==> src/logic/cic_pkg.sv <==
// Purpose: constants for the cpu information clear register bank
// Assumes: 16-bit buffer memory words, one word per address
// Notes:   clear processing length is a time in ns, rounded up to whole clock cycles
`default_nettype none
package cic_pkg;
   localparam int          ADDR_W            = 12;
   localparam int          DATA_W            = 16;
   localparam int          CPU_TYPE_W        = 16;
   // buffer memory offsets
   localparam logic [11:0] ADDR_CLR_REQ      = 12'h080;
   localparam logic [11:0] ADDR_CH1_SEQ      = 12'h255;
   localparam logic [11:0] ADDR_NAK_CODE     = 12'h25a;
   localparam logic [11:0] ADDR_CH2_SEQ      = 12'h265;
   // values
   localparam logic [15:0] CLEAR_CODE        = 16'h4c43;
   localparam logic [15:0] CLEAR_DONE_VAL    = 16'h0000;
   localparam logic [15:0] SEQ_STATUS_RESET  = 16'h0000;
   localparam logic [15:0] NAK_CODE_RESET    = 16'h0000;
   localparam logic [15:0] READ_ZERO         = 16'h0000;
   // timing
   localparam int          CLEAR_TIME_NS     = 40;
   localparam int          CLK_PERIOD_NS     = 10;
   localparam int          CLEAR_CYCLES      = (CLEAR_TIME_NS + CLK_PERIOD_NS - 1) / CLK_PERIOD_NS;
   localparam logic [3:0]  CLEAR_CNT_LAST    = 4'(CLEAR_CYCLES - 1);

   typedef enum logic [3:0] {
      CIC_IDLE = 4'b0001,
      CIC_HOLD = 4'b0010,
      CIC_RUN  = 4'b0100,
      CIC_DONE = 4'b1000
   } cic_state_e;
endpackage
`default_nettype wire

==> src/logic/cic_clr_if.sv <==
// Purpose: signals between the bank and the clear sequencer
// Assumes: single clock domain
// Notes:   start is a one-cycle pulse from the bank
`timescale 1ns/10ps
`default_nettype none
interface cic_clr_if;
   logic start;
   logic busy;
   logic done;
   logic run_entry;
   modport seq  (input start, output busy, output done, output run_entry);
   modport bank (output start, input busy, input done, input run_entry);
endinterface
`default_nettype wire

==> src/logic/cic_clear_seq.sv <==
// Purpose: sequencing of the cpu information clear
// Assumes: start pulses on a clear code write
// Notes:   a request during reinit is held until it ends
`timescale 1ns/10ps
`default_nettype none
module cic_clear_seq
   import cic_pkg::*;
(
   // clock and reset
   input  wire logic clk_sys,
   input  wire logic nrst,
   // status from protocol engine
   input  wire logic reinit_instruction_busy,
   // bank side
   cic_clr_if.seq    clr
);
   cic_state_e st_q, st_d;
   logic [3:0] cnt_q, cnt_d;

   always_comb begin
      st_d  = st_q;
      cnt_d = cnt_q;
      unique case (st_q)
         CIC_IDLE: begin
            if (clr.start) begin
               st_d  = reinit_instruction_busy ? CIC_HOLD : CIC_RUN;
               cnt_d = 4'h0;
            end
         end
         CIC_HOLD: begin
            if (!reinit_instruction_busy) begin
               st_d = CIC_RUN;
            end
         end
         CIC_RUN: begin
            if (cnt_q == CLEAR_CNT_LAST) begin
               st_d = CIC_DONE;
            end else begin
               cnt_d = cnt_q + 4'h1;
            end
         end
         CIC_DONE: begin
            st_d = CIC_IDLE;
         end
         default: begin
            st_d = CIC_IDLE;
         end
      endcase
   end

   always_ff @(posedge clk_sys or negedge nrst) begin
      if (!nrst) begin
         st_q  <= CIC_IDLE;
         cnt_q <= 4'h0;
      end else begin
         st_q  <= st_d;
         cnt_q <= cnt_d;
      end
   end

   assign clr.busy      = (st_q != CIC_IDLE);
   assign clr.done      = (st_q == CIC_DONE);
   assign clr.run_entry = (st_q != CIC_RUN) && (st_d == CIC_RUN);
endmodule
`default_nettype wire

==> src/logic/cic_cpu_info.sv <==
// Purpose: holds the access target cpu type
// Assumes: fetch answer comes on cpu_type_valid
// Notes:   one fetch request per empty store
`timescale 1ns/10ps
`default_nettype none
module cic_cpu_info
   import cic_pkg::*;
(
   // clock and reset
   input  wire logic                  clk_sys,
   input  wire logic                  nrst,
   // access and fetch
   input  wire logic                  cpu_access,
   input  wire logic                  cpu_type_valid,
   input  wire logic [CPU_TYPE_W-1:0] cpu_type_in,
   // discard sources
   input  wire logic                  discard,
   // state
   output logic                       fetch_req,
   output logic                       info_valid,
   output logic [CPU_TYPE_W-1:0]      info
);
   logic                  valid_q, valid_d;
   logic                  pend_q, pend_d;
   logic [CPU_TYPE_W-1:0] info_q, info_d;

   always_comb begin
      valid_d   = valid_q;
      pend_d    = pend_q;
      info_d    = info_q;
      fetch_req = 1'b0;
      if (discard) begin
         valid_d = 1'b0;
         pend_d  = 1'b0;
         info_d  = '0;
      end else if (pend_q && cpu_type_valid) begin
         valid_d = 1'b1;
         pend_d  = 1'b0;
         info_d  = cpu_type_in;
      end else if (cpu_access && !valid_q && !pend_q) begin
         pend_d    = 1'b1;
         fetch_req = 1'b1;
      end
   end

   always_ff @(posedge clk_sys or negedge nrst) begin
      if (!nrst) begin
         valid_q <= 1'b0;
         pend_q  <= 1'b0;
         info_q  <= '0;
      end else begin
         valid_q <= valid_d;
         pend_q  <= pend_d;
         info_q  <= info_d;
      end
   end

   assign info_valid = valid_q;
   assign info       = info_q;
endmodule
`default_nettype wire

==> src/logic/cic_bank.sv <==
// Purpose: buffer memory words for cpu information clear and errors
// Assumes: host and external device ports are synchronous to clk_sys
// Notes:   unmapped words read zero and ignore writes
`timescale 1ns/10ps
`default_nettype none
module cic_bank
   import cic_pkg::*;
(
   // clock and reset
   input  wire logic                  clk_sys,
   input  wire logic                  nrst,
   // host cpu buffer memory port
   input  wire logic [ADDR_W-1:0]     hst_addr,
   input  wire logic                  hst_wr,
   input  wire logic                  hst_rd,
   input  wire logic [DATA_W-1:0]     hst_wdata,
   output logic [DATA_W-1:0]          hst_rdata_q,
   output logic                       hst_rvalid_q,
   // external device buffer memory port
   input  wire logic [ADDR_W-1:0]     ext_addr,
   input  wire logic                  ext_wr,
   input  wire logic                  ext_rd,
   input  wire logic [DATA_W-1:0]     ext_wdata,
   output logic [DATA_W-1:0]          ext_rdata_q,
   output logic                       ext_rvalid_q,
   // serial receive path
   input  wire logic                  rx_valid,
   input  wire logic [7:0]            rx_data,
   output logic                       rx_out_valid_q,
   output logic [7:0]                 rx_out_data_q,
   // protocol engine events
   input  wire logic                  nak_valid,
   input  wire logic [DATA_W-1:0]     nak_code,
   input  wire logic                  comm_error,
   input  wire logic                  seq1_valid,
   input  wire logic [DATA_W-1:0]     seq1_status,
   input  wire logic                  seq2_valid,
   input  wire logic [DATA_W-1:0]     seq2_status,
   input  wire logic                  reinit_instruction_busy,
   // host cpu information
   input  wire logic                  cpu_reset,
   input  wire logic                  cpu_access,
   input  wire logic                  cpu_type_valid,
   input  wire logic [CPU_TYPE_W-1:0] cpu_type_in,
   output logic                       cpu_fetch_req_q,
   output logic                       cpu_info_valid_q,
   output logic [CPU_TYPE_W-1:0]      cpu_info_q,
   // modem and indicator
   input  wire logic                  modem_attached,
   output logic                       modem_disconnect_q,
   output logic                       err_led_q,
   output logic                       clear_busy_q
);
   cic_clr_if clr ();

   logic [DATA_W-1:0]     clr_req_q, clr_req_d;
   logic [DATA_W-1:0]     seq1_q, seq1_d;
   logic [DATA_W-1:0]     seq2_q, seq2_d;
   logic [DATA_W-1:0]     nak_q, nak_d;
   logic [DATA_W-1:0]     hst_rdata_d, ext_rdata_d;
   logic                  err_led_d;
   logic                  fetch_req;
   logic                  info_valid;
   logic [CPU_TYPE_W-1:0] info;

   // address is a writable word for either side
   function automatic logic is_rw(input logic [ADDR_W-1:0] a);
      return (a == ADDR_CLR_REQ) || (a == ADDR_NAK_CODE);
   endfunction

   function automatic logic [DATA_W-1:0] rd_word(input logic [ADDR_W-1:0] a,
                                                 input logic [DATA_W-1:0] c,
                                                 input logic [DATA_W-1:0] s1,
                                                 input logic [DATA_W-1:0] n,
                                                 input logic [DATA_W-1:0] s2);
      logic [DATA_W-1:0] r;
      r = READ_ZERO;
      if (a == ADDR_CLR_REQ) begin
         r = c;
      end else if (a == ADDR_CH1_SEQ) begin
         r = s1;
      end else if (a == ADDR_NAK_CODE) begin
         r = n;
      end else if (a == ADDR_CH2_SEQ) begin
         r = s2;
      end
      return r;
   endfunction

   logic hst_w_ok, ext_w_ok, hst_clr_w, ext_clr_w;
   logic start_pulse;

   assign hst_w_ok    = hst_wr && is_rw(hst_addr);
   assign ext_w_ok    = ext_wr && is_rw(ext_addr);
   assign hst_clr_w   = hst_w_ok && (hst_addr == ADDR_CLR_REQ);
   assign ext_clr_w   = ext_w_ok && (ext_addr == ADDR_CLR_REQ);
   assign start_pulse = !clr.busy &&
                        ((hst_clr_w && (hst_wdata == CLEAR_CODE)) ||
                         (ext_clr_w && (ext_wdata == CLEAR_CODE)));
   assign clr.start   = start_pulse;

   cic_clear_seq u_seq (
      .clk_sys                 (clk_sys),
      .nrst                    (nrst),
      .reinit_instruction_busy (reinit_instruction_busy),
      .clr                     (clr)
   );

   cic_cpu_info u_info (
      .clk_sys        (clk_sys),
      .nrst           (nrst),
      .cpu_access     (cpu_access),
      .cpu_type_valid (cpu_type_valid),
      .cpu_type_in    (cpu_type_in),
      .discard        (cpu_reset || clr.done),
      .fetch_req      (fetch_req),
      .info_valid     (info_valid),
      .info           (info)
   );

   // register words
   always_comb begin
      clr_req_d = clr_req_q;
      if (ext_clr_w) begin
         clr_req_d = ext_wdata;
      end
      if (hst_clr_w) begin
         clr_req_d = hst_wdata;
      end
      if (clr.busy && !start_pulse) begin
         clr_req_d = clr_req_q;
      end
      if (clr.done) begin
         clr_req_d = CLEAR_DONE_VAL;
      end

      seq1_d = seq1_valid ? seq1_status : seq1_q;
      seq2_d = seq2_valid ? seq2_status : seq2_q;
      if (clr.done) begin
         seq1_d = SEQ_STATUS_RESET;
         seq2_d = SEQ_STATUS_RESET;
      end

      nak_d = nak_q;
      if (ext_w_ok && (ext_addr == ADDR_NAK_CODE)) begin
         nak_d = ext_wdata;
      end
      if (hst_w_ok && (hst_addr == ADDR_NAK_CODE)) begin
         nak_d = hst_wdata;
      end
      if (nak_valid) begin
         nak_d = nak_code;
      end

      err_led_d = err_led_q || comm_error;

      hst_rdata_d = hst_rd ? rd_word(hst_addr, clr_req_q, seq1_q, nak_q, seq2_q)
                           : hst_rdata_q;
      ext_rdata_d = ext_rd ? rd_word(ext_addr, clr_req_q, seq1_q, nak_q, seq2_q)
                           : ext_rdata_q;
   end

   always_ff @(posedge clk_sys or negedge nrst) begin
      if (!nrst) begin
         clr_req_q          <= CLEAR_DONE_VAL;
         seq1_q             <= SEQ_STATUS_RESET;
         seq2_q             <= SEQ_STATUS_RESET;
         nak_q              <= NAK_CODE_RESET;
         err_led_q          <= 1'b0;
         hst_rdata_q        <= READ_ZERO;
         hst_rvalid_q       <= 1'b0;
         ext_rdata_q        <= READ_ZERO;
         ext_rvalid_q       <= 1'b0;
         rx_out_valid_q     <= 1'b0;
         rx_out_data_q      <= 8'h00;
         modem_disconnect_q <= 1'b0;
         clear_busy_q       <= 1'b0;
         cpu_fetch_req_q    <= 1'b0;
         cpu_info_valid_q   <= 1'b0;
         cpu_info_q         <= '0;
      end else begin
         clr_req_q          <= clr_req_d;
         seq1_q             <= seq1_d;
         seq2_q             <= seq2_d;
         nak_q              <= nak_d;
         err_led_q          <= err_led_d;
         hst_rdata_q        <= hst_rdata_d;
         hst_rvalid_q       <= hst_rd;
         ext_rdata_q        <= ext_rdata_d;
         ext_rvalid_q       <= ext_rd;
         // also drop in the last cycle that clear_busy_q still reports
         rx_out_valid_q     <= rx_valid && !clr.busy && !start_pulse && !clear_busy_q;
         rx_out_data_q      <= rx_data;
         modem_disconnect_q <= clr.run_entry && modem_attached;
         clear_busy_q       <= clr.busy || start_pulse;
         cpu_fetch_req_q    <= fetch_req;
         cpu_info_valid_q   <= info_valid;
         cpu_info_q         <= info;
      end
   end
endmodule
`default_nettype wire

==> config.mk <==
export PLATFORM = sky130hd
export DESIGN_NAME = cic_bank
export DESIGN_NICKNAME = d
export VERILOG_FILES = /design/src/logic/cic_pkg.sv /design/src/logic/cic_clr_if.sv /design/src/logic/cic_clear_seq.sv /design/src/logic/cic_cpu_info.sv /design/src/logic/cic_bank.sv
export SDC_FILE = /design/constraint.sdc
export NUM_CORES = 1
export LEC_CHECK = 0
export ABC_CLOCK_PERIOD_IN_PS = 2100
export BUFFER_PORTS_ARGS = -buffer_cell sky130_fd_sc_hd__buf_2
export CAP_MARGIN = 20
export CORE_UTILIZATION = 28
export DETAILED_ROUTE_END_ITERATION = 12
export MAX_ROUTING_LAYER = met4
export PLACE_DENSITY = 0.52
export SLEW_MARGIN = 20
export SYNTH_ARGS = -nofsm -noshare
export SYNTH_HDL_FRONTEND = slang
export SYNTH_SLANG_ARGS = --single-unit
==> constraint.sdc <==
create_clock -name clk_sys -period 2.1 [get_ports clk_sys]
set_input_delay 0.105 -clock clk_sys [delete_from_list [all_inputs] [get_ports clk_sys]]
set_output_delay 0.105 -clock clk_sys [all_outputs]
set_load 0.01 [all_outputs]
After elaboration in Yosys (flattened, before gate mapping)
Cells that the tools add are included.
Widths: inputs -> output; s select.
- register bits: 154
- input bits: 144
- output and inout port bits: 64
- logic and storage cells: 118
- add/subtract/negate cells: 1
- equality and inequality tests: 21
- mux-type cells: 37
- reduce and logical (&&, ||, !) cells: 38
- operators by type and width (operator ; count):
    $mux 16 ; 21
    $eq 12x10->1 const B ; 6
    $eq 16x15->1 const B ; 2
    $eq 12x8->1 const B ; 2
    $mux 4 ; 5
    $logic_and 1x1->1 ; 18
    $pmux 4 s3 ; 1
    $reduce_bool 3->1 ; 3
    $eq 4x2->1 const B ; 2
    $eq 4x3->1 const B ; 2
    $mux 1 ; 8
    $pmux 4 s2 ; 1
    $reduce_bool 2->1 ; 4
    $logic_or 1x1->1 ; 6
    $ne 2x2->1 const B ; 3
    $logic_not 1->1 ; 5
    $add 4x1->4 const B ; 1
    $eq 4x1->1 const B ; 1
    $eq 4x4->1 const B ; 1
    $ne 4x1->1 const B ; 1
    $ne 4x3->1 const B ; 1
    $mux 3 ; 1
    $reduce_and 3->1 ; 1
    $reduce_and 2->1 ; 1

Logic depth before layout (Yosys ltp)
- word-level depth: 12
- mapped depth: 7
- depth with buffers taken out: 5

Hierarchy
From an unflattened synthesis, not the netlist that was laid out.
- cell total of the unflattened synthesis: 898
- area, all modules: 8622.0 um^2
- modules (own cells, without submodules) (module ; instances ; cells each ; area an instance (um^2) ; sequential area each (um^2)):
    cic_bank ; 1 ; 764 ; 7150.6 ; 3203.1
    cic_cpu_info ; 1 ; 81 ; 945.9 ; 450.4
    cic_clear_seq ; 1 ; 53 ; 525.5 ; 201.4

Worst setup path after synthesis
OpenSTA, ideal clock, no wires.
- path type: register to register
- start: register u_seq.st_q[0]
- end: register clr_req_q[10]
- library setup time: 0.079 ns
- data arrival time: 1.950 ns
- data required time: 2.021 ns
- setup slack: 0.070 ns
- stages on the path, launching flop included: 6
- path buffers: 2
- period minus slack after synthesis: 2.030 ns
- path through: dfstp_2 or4b_2 clkbuf_1 a21oi_4 buf_6 mux2i_1
- cells in the longest elaborated chain, start to end: 7
- elaborated cells on any way between the ends: 10
- classes of those cells: eq/ne: 3; mux: 1; reduce/logical: 6
- ends and longest elaborated chain (item ; line ; source):
    start: declaration ; cic_clear_seq.sv:17 ; cic_state_e st_q, st_d;
    start signal: assignment ; cic_clear_seq.sv:56 ; st_q <= st_d;
    $ne 4x1->1 ; cic_clear_seq.sv:61 ; assign clr.busy = (st_q != CIC_IDLE);
    $logic_not 1->1 ; cic_bank.sv:97 ; assign start_pulse = !clr.busy &&
    $logic_and 1x1->1 ; cic_bank.sv:97 ;
    $logic_not 1->1 ; cic_bank.sv:130 ; if (clr.busy && !start_pulse) begin
    $logic_and 1x1->1 ; cic_bank.sv:130 ;
    $ne 2x2->1 (no source line) ; - ;
    $reduce_and 2->1 (no source line) ; - ;
    end signal: assignment ; cic_bank.sv:182 ; clr_req_q <= clr_req_d;
    end: declaration ; cic_bank.sv:56 ; logic [DATA_W-1:0] clr_req_q, clr_req_d;
Parallel ways exist; a longest one is shown, timed or not.
A chain may end at the register's enable or synchronous reset.

Worst setup path in the final report
- start: register u_seq.st_q[2]
- end: register u_seq.cnt_q[0]
- cells in the longest elaborated chain, start to end: 5
- elaborated cells on any way between the ends: 10
- classes of those cells: eq/ne: 5; mux: 1; reduce/logical: 4
- ends and longest elaborated chain (item ; line ; source):
    $ne 4x1->1 ; cic_clear_seq.sv:61 ;
    $logic_not 1->1 ; cic_bank.sv:97 ;
    $logic_and 1x1->1 ; cic_bank.sv:97 ;
    $ne 2x2->1 (no source line) ; - ;
    $reduce_and 3->1 (no source line) ; - ;
    end signal: assignment ; cic_clear_seq.sv:57 ; cnt_q <= cnt_d;
    end: declaration ; cic_clear_seq.sv:18 ; logic [3:0] cnt_q, cnt_d;
Parallel ways exist; a longest one is shown, timed or not.

==> summary.txt <==
Logic synthesis
  – Synth unique cells: 57
  – Post-synth ARST share: 100%
  – Cells after Synth: 655
  – Syn Nets: 800
  – Ys Warns: 0
  – Avg Inst Size Synth: 11.2 um^2
  – Number of enable flip-flop cells after synthesis: 0
  – Synthesized flop and latch total: 154
  – Register area share after synthesis: 52.7%
  – Mapped Area: 7320 um^2
  – Most used DFF post-synth: dfrtp_1

Timing
  – Tmin final: 1.96 ns
  – Final setup fails: 0
  – Final WS setup: 0.143 ns
  – Slew Limit Fails: 0
  – RSZ-0062 raised after global routing: no
  – Fmax: 0.511 GHz
  – Least-Margin Pin Slew: 0.951 ns
  – Layout Skew: 0.00954 ns
  – Final hold violation count: 1
  – Fin crit share: 93.2%
  – Rel. slew slack: 36.5%
  – Hold WS: -0.000444 ns

Pwr
  – Total power: 0.00720 W
  – Worst IR drop on VDD: 0.000475 V
  – Pwr dens: 691 nW/um^2
  – Leak: 4.93 nW

Clock tree
  – CTS root buf: clkbuf_16
  – Worst-path clk slew: 0.07 ns
  – # resized after CTS: 0
  – H-tree depth: 4
  – TritonCTS Buffers: 17
  – Worst skew pair latency: 0.42 ns
  – # hold bufs at CTS: 97
  – Total clock sinks: 154
  – CTS tree: done
  – Setup Buffers After CTS: 0
  – Clock buffer depth: 2

Critical path
  – Worst setup EP type: register
  – Worst r2r src: u_seq.st_q[2]$_DFF_PN0_
  – WP data arrival: 2.26 ns
  – CP Launch Type: register
  – WS Path Type: register to register
  – Worst Path Max Fanout: 7
  – Critical Path Source: u_seq.st_q[2]$_DFF_PN0_
  – WP data required: 2.40 ns

Min path
  – Min-delay src: modem_attached
  – Hold crit path type: input pin to register

Drt
  – WL final: 24.0 mm
  – Vias: 6365
  – DR DRC count: 0
  – Antenna-violating nets left: 0
  – DR WL/cell: 18.4 um
  – Max Used Layer: met4
  – Met3 routed WL: 1.06 mm
  – DR iter-0 viols: 403
  – First-pass DRT Iterations: 5
  – Routed wl met2: 11.0 mm
  – Vias/cell: 4.88
  – DRT met1 WL: 11.5 mm

Place
  – Hpwl dp: 18.0 mm
  – Final GP Congestion: 0.852
  – Buffers added on ports: 207
  – Place WS: -0.0449 ns
  – DP Cell Count: 1176
  – Placed cell areas: 8840 um^2

Cells and area
  – Final net count: 1107
  – Area Overhead vs Synth: 42.3%
  – Share of layout cells above drive strength 1: 30.3%
  – Multi-input gate area: 3270 um^2
  – Filler Cell Count: 2551
  – Cell Count, Final, Fillers Out: 1305
  – Register area: 3850 um^2
  – Design area: 10400 um^2
  – Antenna diodes: 0

Floorplanning
  – Top Ports: 208
  – Die Width: 164 um
  – Initial Util: 28.8%
  – Die Ht: 164 um
  – Row count: 58
  – Core Area: 25400 um^2
  – Die area: 26800 um^2

Flow run
  – Max Cap Violations: 0

GRT
  – Initial antenna violation count: 0
  – Number of global-route vias before repair: 6485
  – First-pass GRT wire length: 37.2 mm
  – GRT Total Usage: 19.0%
  – Largest net degree at the start of global routing: 56
  – Total congestion overflow: 0

Status
  – Status: finished, violations left
  – Failing checks: negative hold slack
-- cells in the final DEF, fill, tap and decap left out, types with 4 or more instances in the layout --
cell type | synthesis | routed
a21o_1 | 16 | 16
a21oi_1 | 6 | 6
a221o_1 | 16 | 16
a221oi_1 | 16 | 16
a22o_1 | 32 | 32
a31oi_1 | 33 | 33
buf_2 | 6 | 206
buf_4 | 2 | 23
clkbuf_16 | 0 | 17
dfrtp_1 | 153 | 153
dlygate4sd3_1 | 0 | 97
inv_1 | 8 | 8
inv_6 | 0 | 6
mux2i_1 | 62 | 62
nand2_1 | 55 | 55
nand4_1 | 9 | 9
nor2_1 | 68 | 68
nor2b_1 | 20 | 20
nor4_1 | 4 | 4
nor4b_1 | 7 | 7
o21ai_1 | 15 | 15
o2bb2ai_1 | 6 | 6
o2bb2ai_2 | 10 | 10
o31ai_1 | 19 | 19
-- where the power goes --
group | leakage [nW] | total, W | internal, W | switching (W)
Combinational | 2.78 | 0.000774 | 0.000395 | 0.000379
Sequential | 1.87 | 0.00325 | 0.00312 | 0.000131
Clock | 0.292 | 0.00317 | 0.00180 | 0.00137
Total | 4.93 | 0.00720 | 0.00531 | 0.00188
-- routing by layer --
metal / GRT usage [%] / up-vias
met5: - / -
met4: 5.77 / 0
met3: 2.67 / 24
met2: 29.1 / 206
met1: 25.9 / 3046
li1: - / 3089
-- worst max-delay path, stage by stage, from the launching register on --
cell and delay (ns):
dfrtp_1 0.48, or4b_2 0.66, a21oi_1 0.43, or2_2 0.19, a31oi_1 0.08
-- synth_stat cells, types with 3 or more instances --
cell type / instances / area (um^2)
nor3_1: 4 / 20.0
o2bb2ai_1: 6 / 52.6
buf_2: 6 / 30.0
o21ai_0: 3 / 15.0
nor2b_1: 20 / 125
nor2_1: 68 / 255
nand4_1: 9 / 56.3
a22o_1: 32 / 280
a21o_1: 16 / 120
nor4b_1: 7 / 61.3
o21ai_1: 15 / 75.1
nor4_1: 4 / 25.0
nor3b_1: 3 / 22.5
nand2_1: 55 / 206
clkbuf_1: 31 / 116
dfrtp_1: 153 / 3830
a21oi_1: 6 / 30.0
or4b_2: 3 / 30.0
o2bb2ai_2: 10 / 150
a221o_1: 16 / 160
or3_1: 3 / 18.8
a221oi_1: 16 / 140
buf_6: 3 / 33.8
mux2i_1: 62 / 621
inv_1: 8 / 30.0
and3b_1: 3 / 26.3
o31ai_1: 19 / 143
a31oi_1: 33 / 206
-- sequential cells by signal (all words and copies together) (netlist names), 4 cells and up --
| signal | count |
|---|---|
| u_seq.st_q | 4 |
| rx_out_data_q | 8 |
| seq2_q | 16 |
| u_seq.cnt_q | 4 |
| nak_q | 16 |
| clr_req_q | 16 |
| seq1_q | 16 |
| cpu_info_q | 16 |
| u_info.info | 16 |
| hst_rdata_q | 16 |
| ext_rdata_q | 16 |
-- kinds of logic (layout without fill, tap and decap cells) --
kind of cell / after synthesis / after routing / share of synthesized area, %
simple gates: 209 / 209 / 16.0
buf+inv: 50 / 370 / 3.08
flops: 154 / 154 / 52.7
compound gates: 179 / 179 / 19.6
fa+ha+maj: 1 / 1 / 0.171
mux: 62 / 62 / 8.48
-- per-stage QoR --
stage,utilization (%),setup TNS (ns)
5_1_grt,41.0,0
3_3_place_gp,34.8,-0.0511
3_5_place_dp,34.8,-0.281
4_1_cts,41.0,0
2_1_floorplan,-,0
6_report,41.0,0
-- worst paths after layout --
| check | slack (ns) | endpoint | cells past startpoint |
|---|---|---|---|
| min in group asynchronous | 0.21 | modem_disconnect_q$_DFF_PN0_ | 2 |
| max in group asynchronous | 1.16 | u_seq.st_q[0]$_DFF_PN1_ | 3 |
| worst min register to register | 0.37 | cpu_info_valid_q$_DFF_PN0_ | 0 |
| worst min-delay path | -0.0004 | modem_disconnect_q$_DFF_PN0_ | 3 |
| worst max register to register | 0.14 | u_seq.cnt_q[0]$_DFFE_PN0P_ | 4 |
| worst max-delay path | 0.14 | u_seq.cnt_q[0]$_DFFE_PN0P_ | 4 |
-- final cells by class --
class	instances	area share (%)
Timing Repair Buffer	330	21.6
Tap cell	330	3.96
Clock buffer	17	4.08
Multi-Input combinational cell	451	31.4
Sequential cell	154	37.0
Clock inverter	15	1.72
Inverter	8	0.288
(Power assumes the default switching activity.)
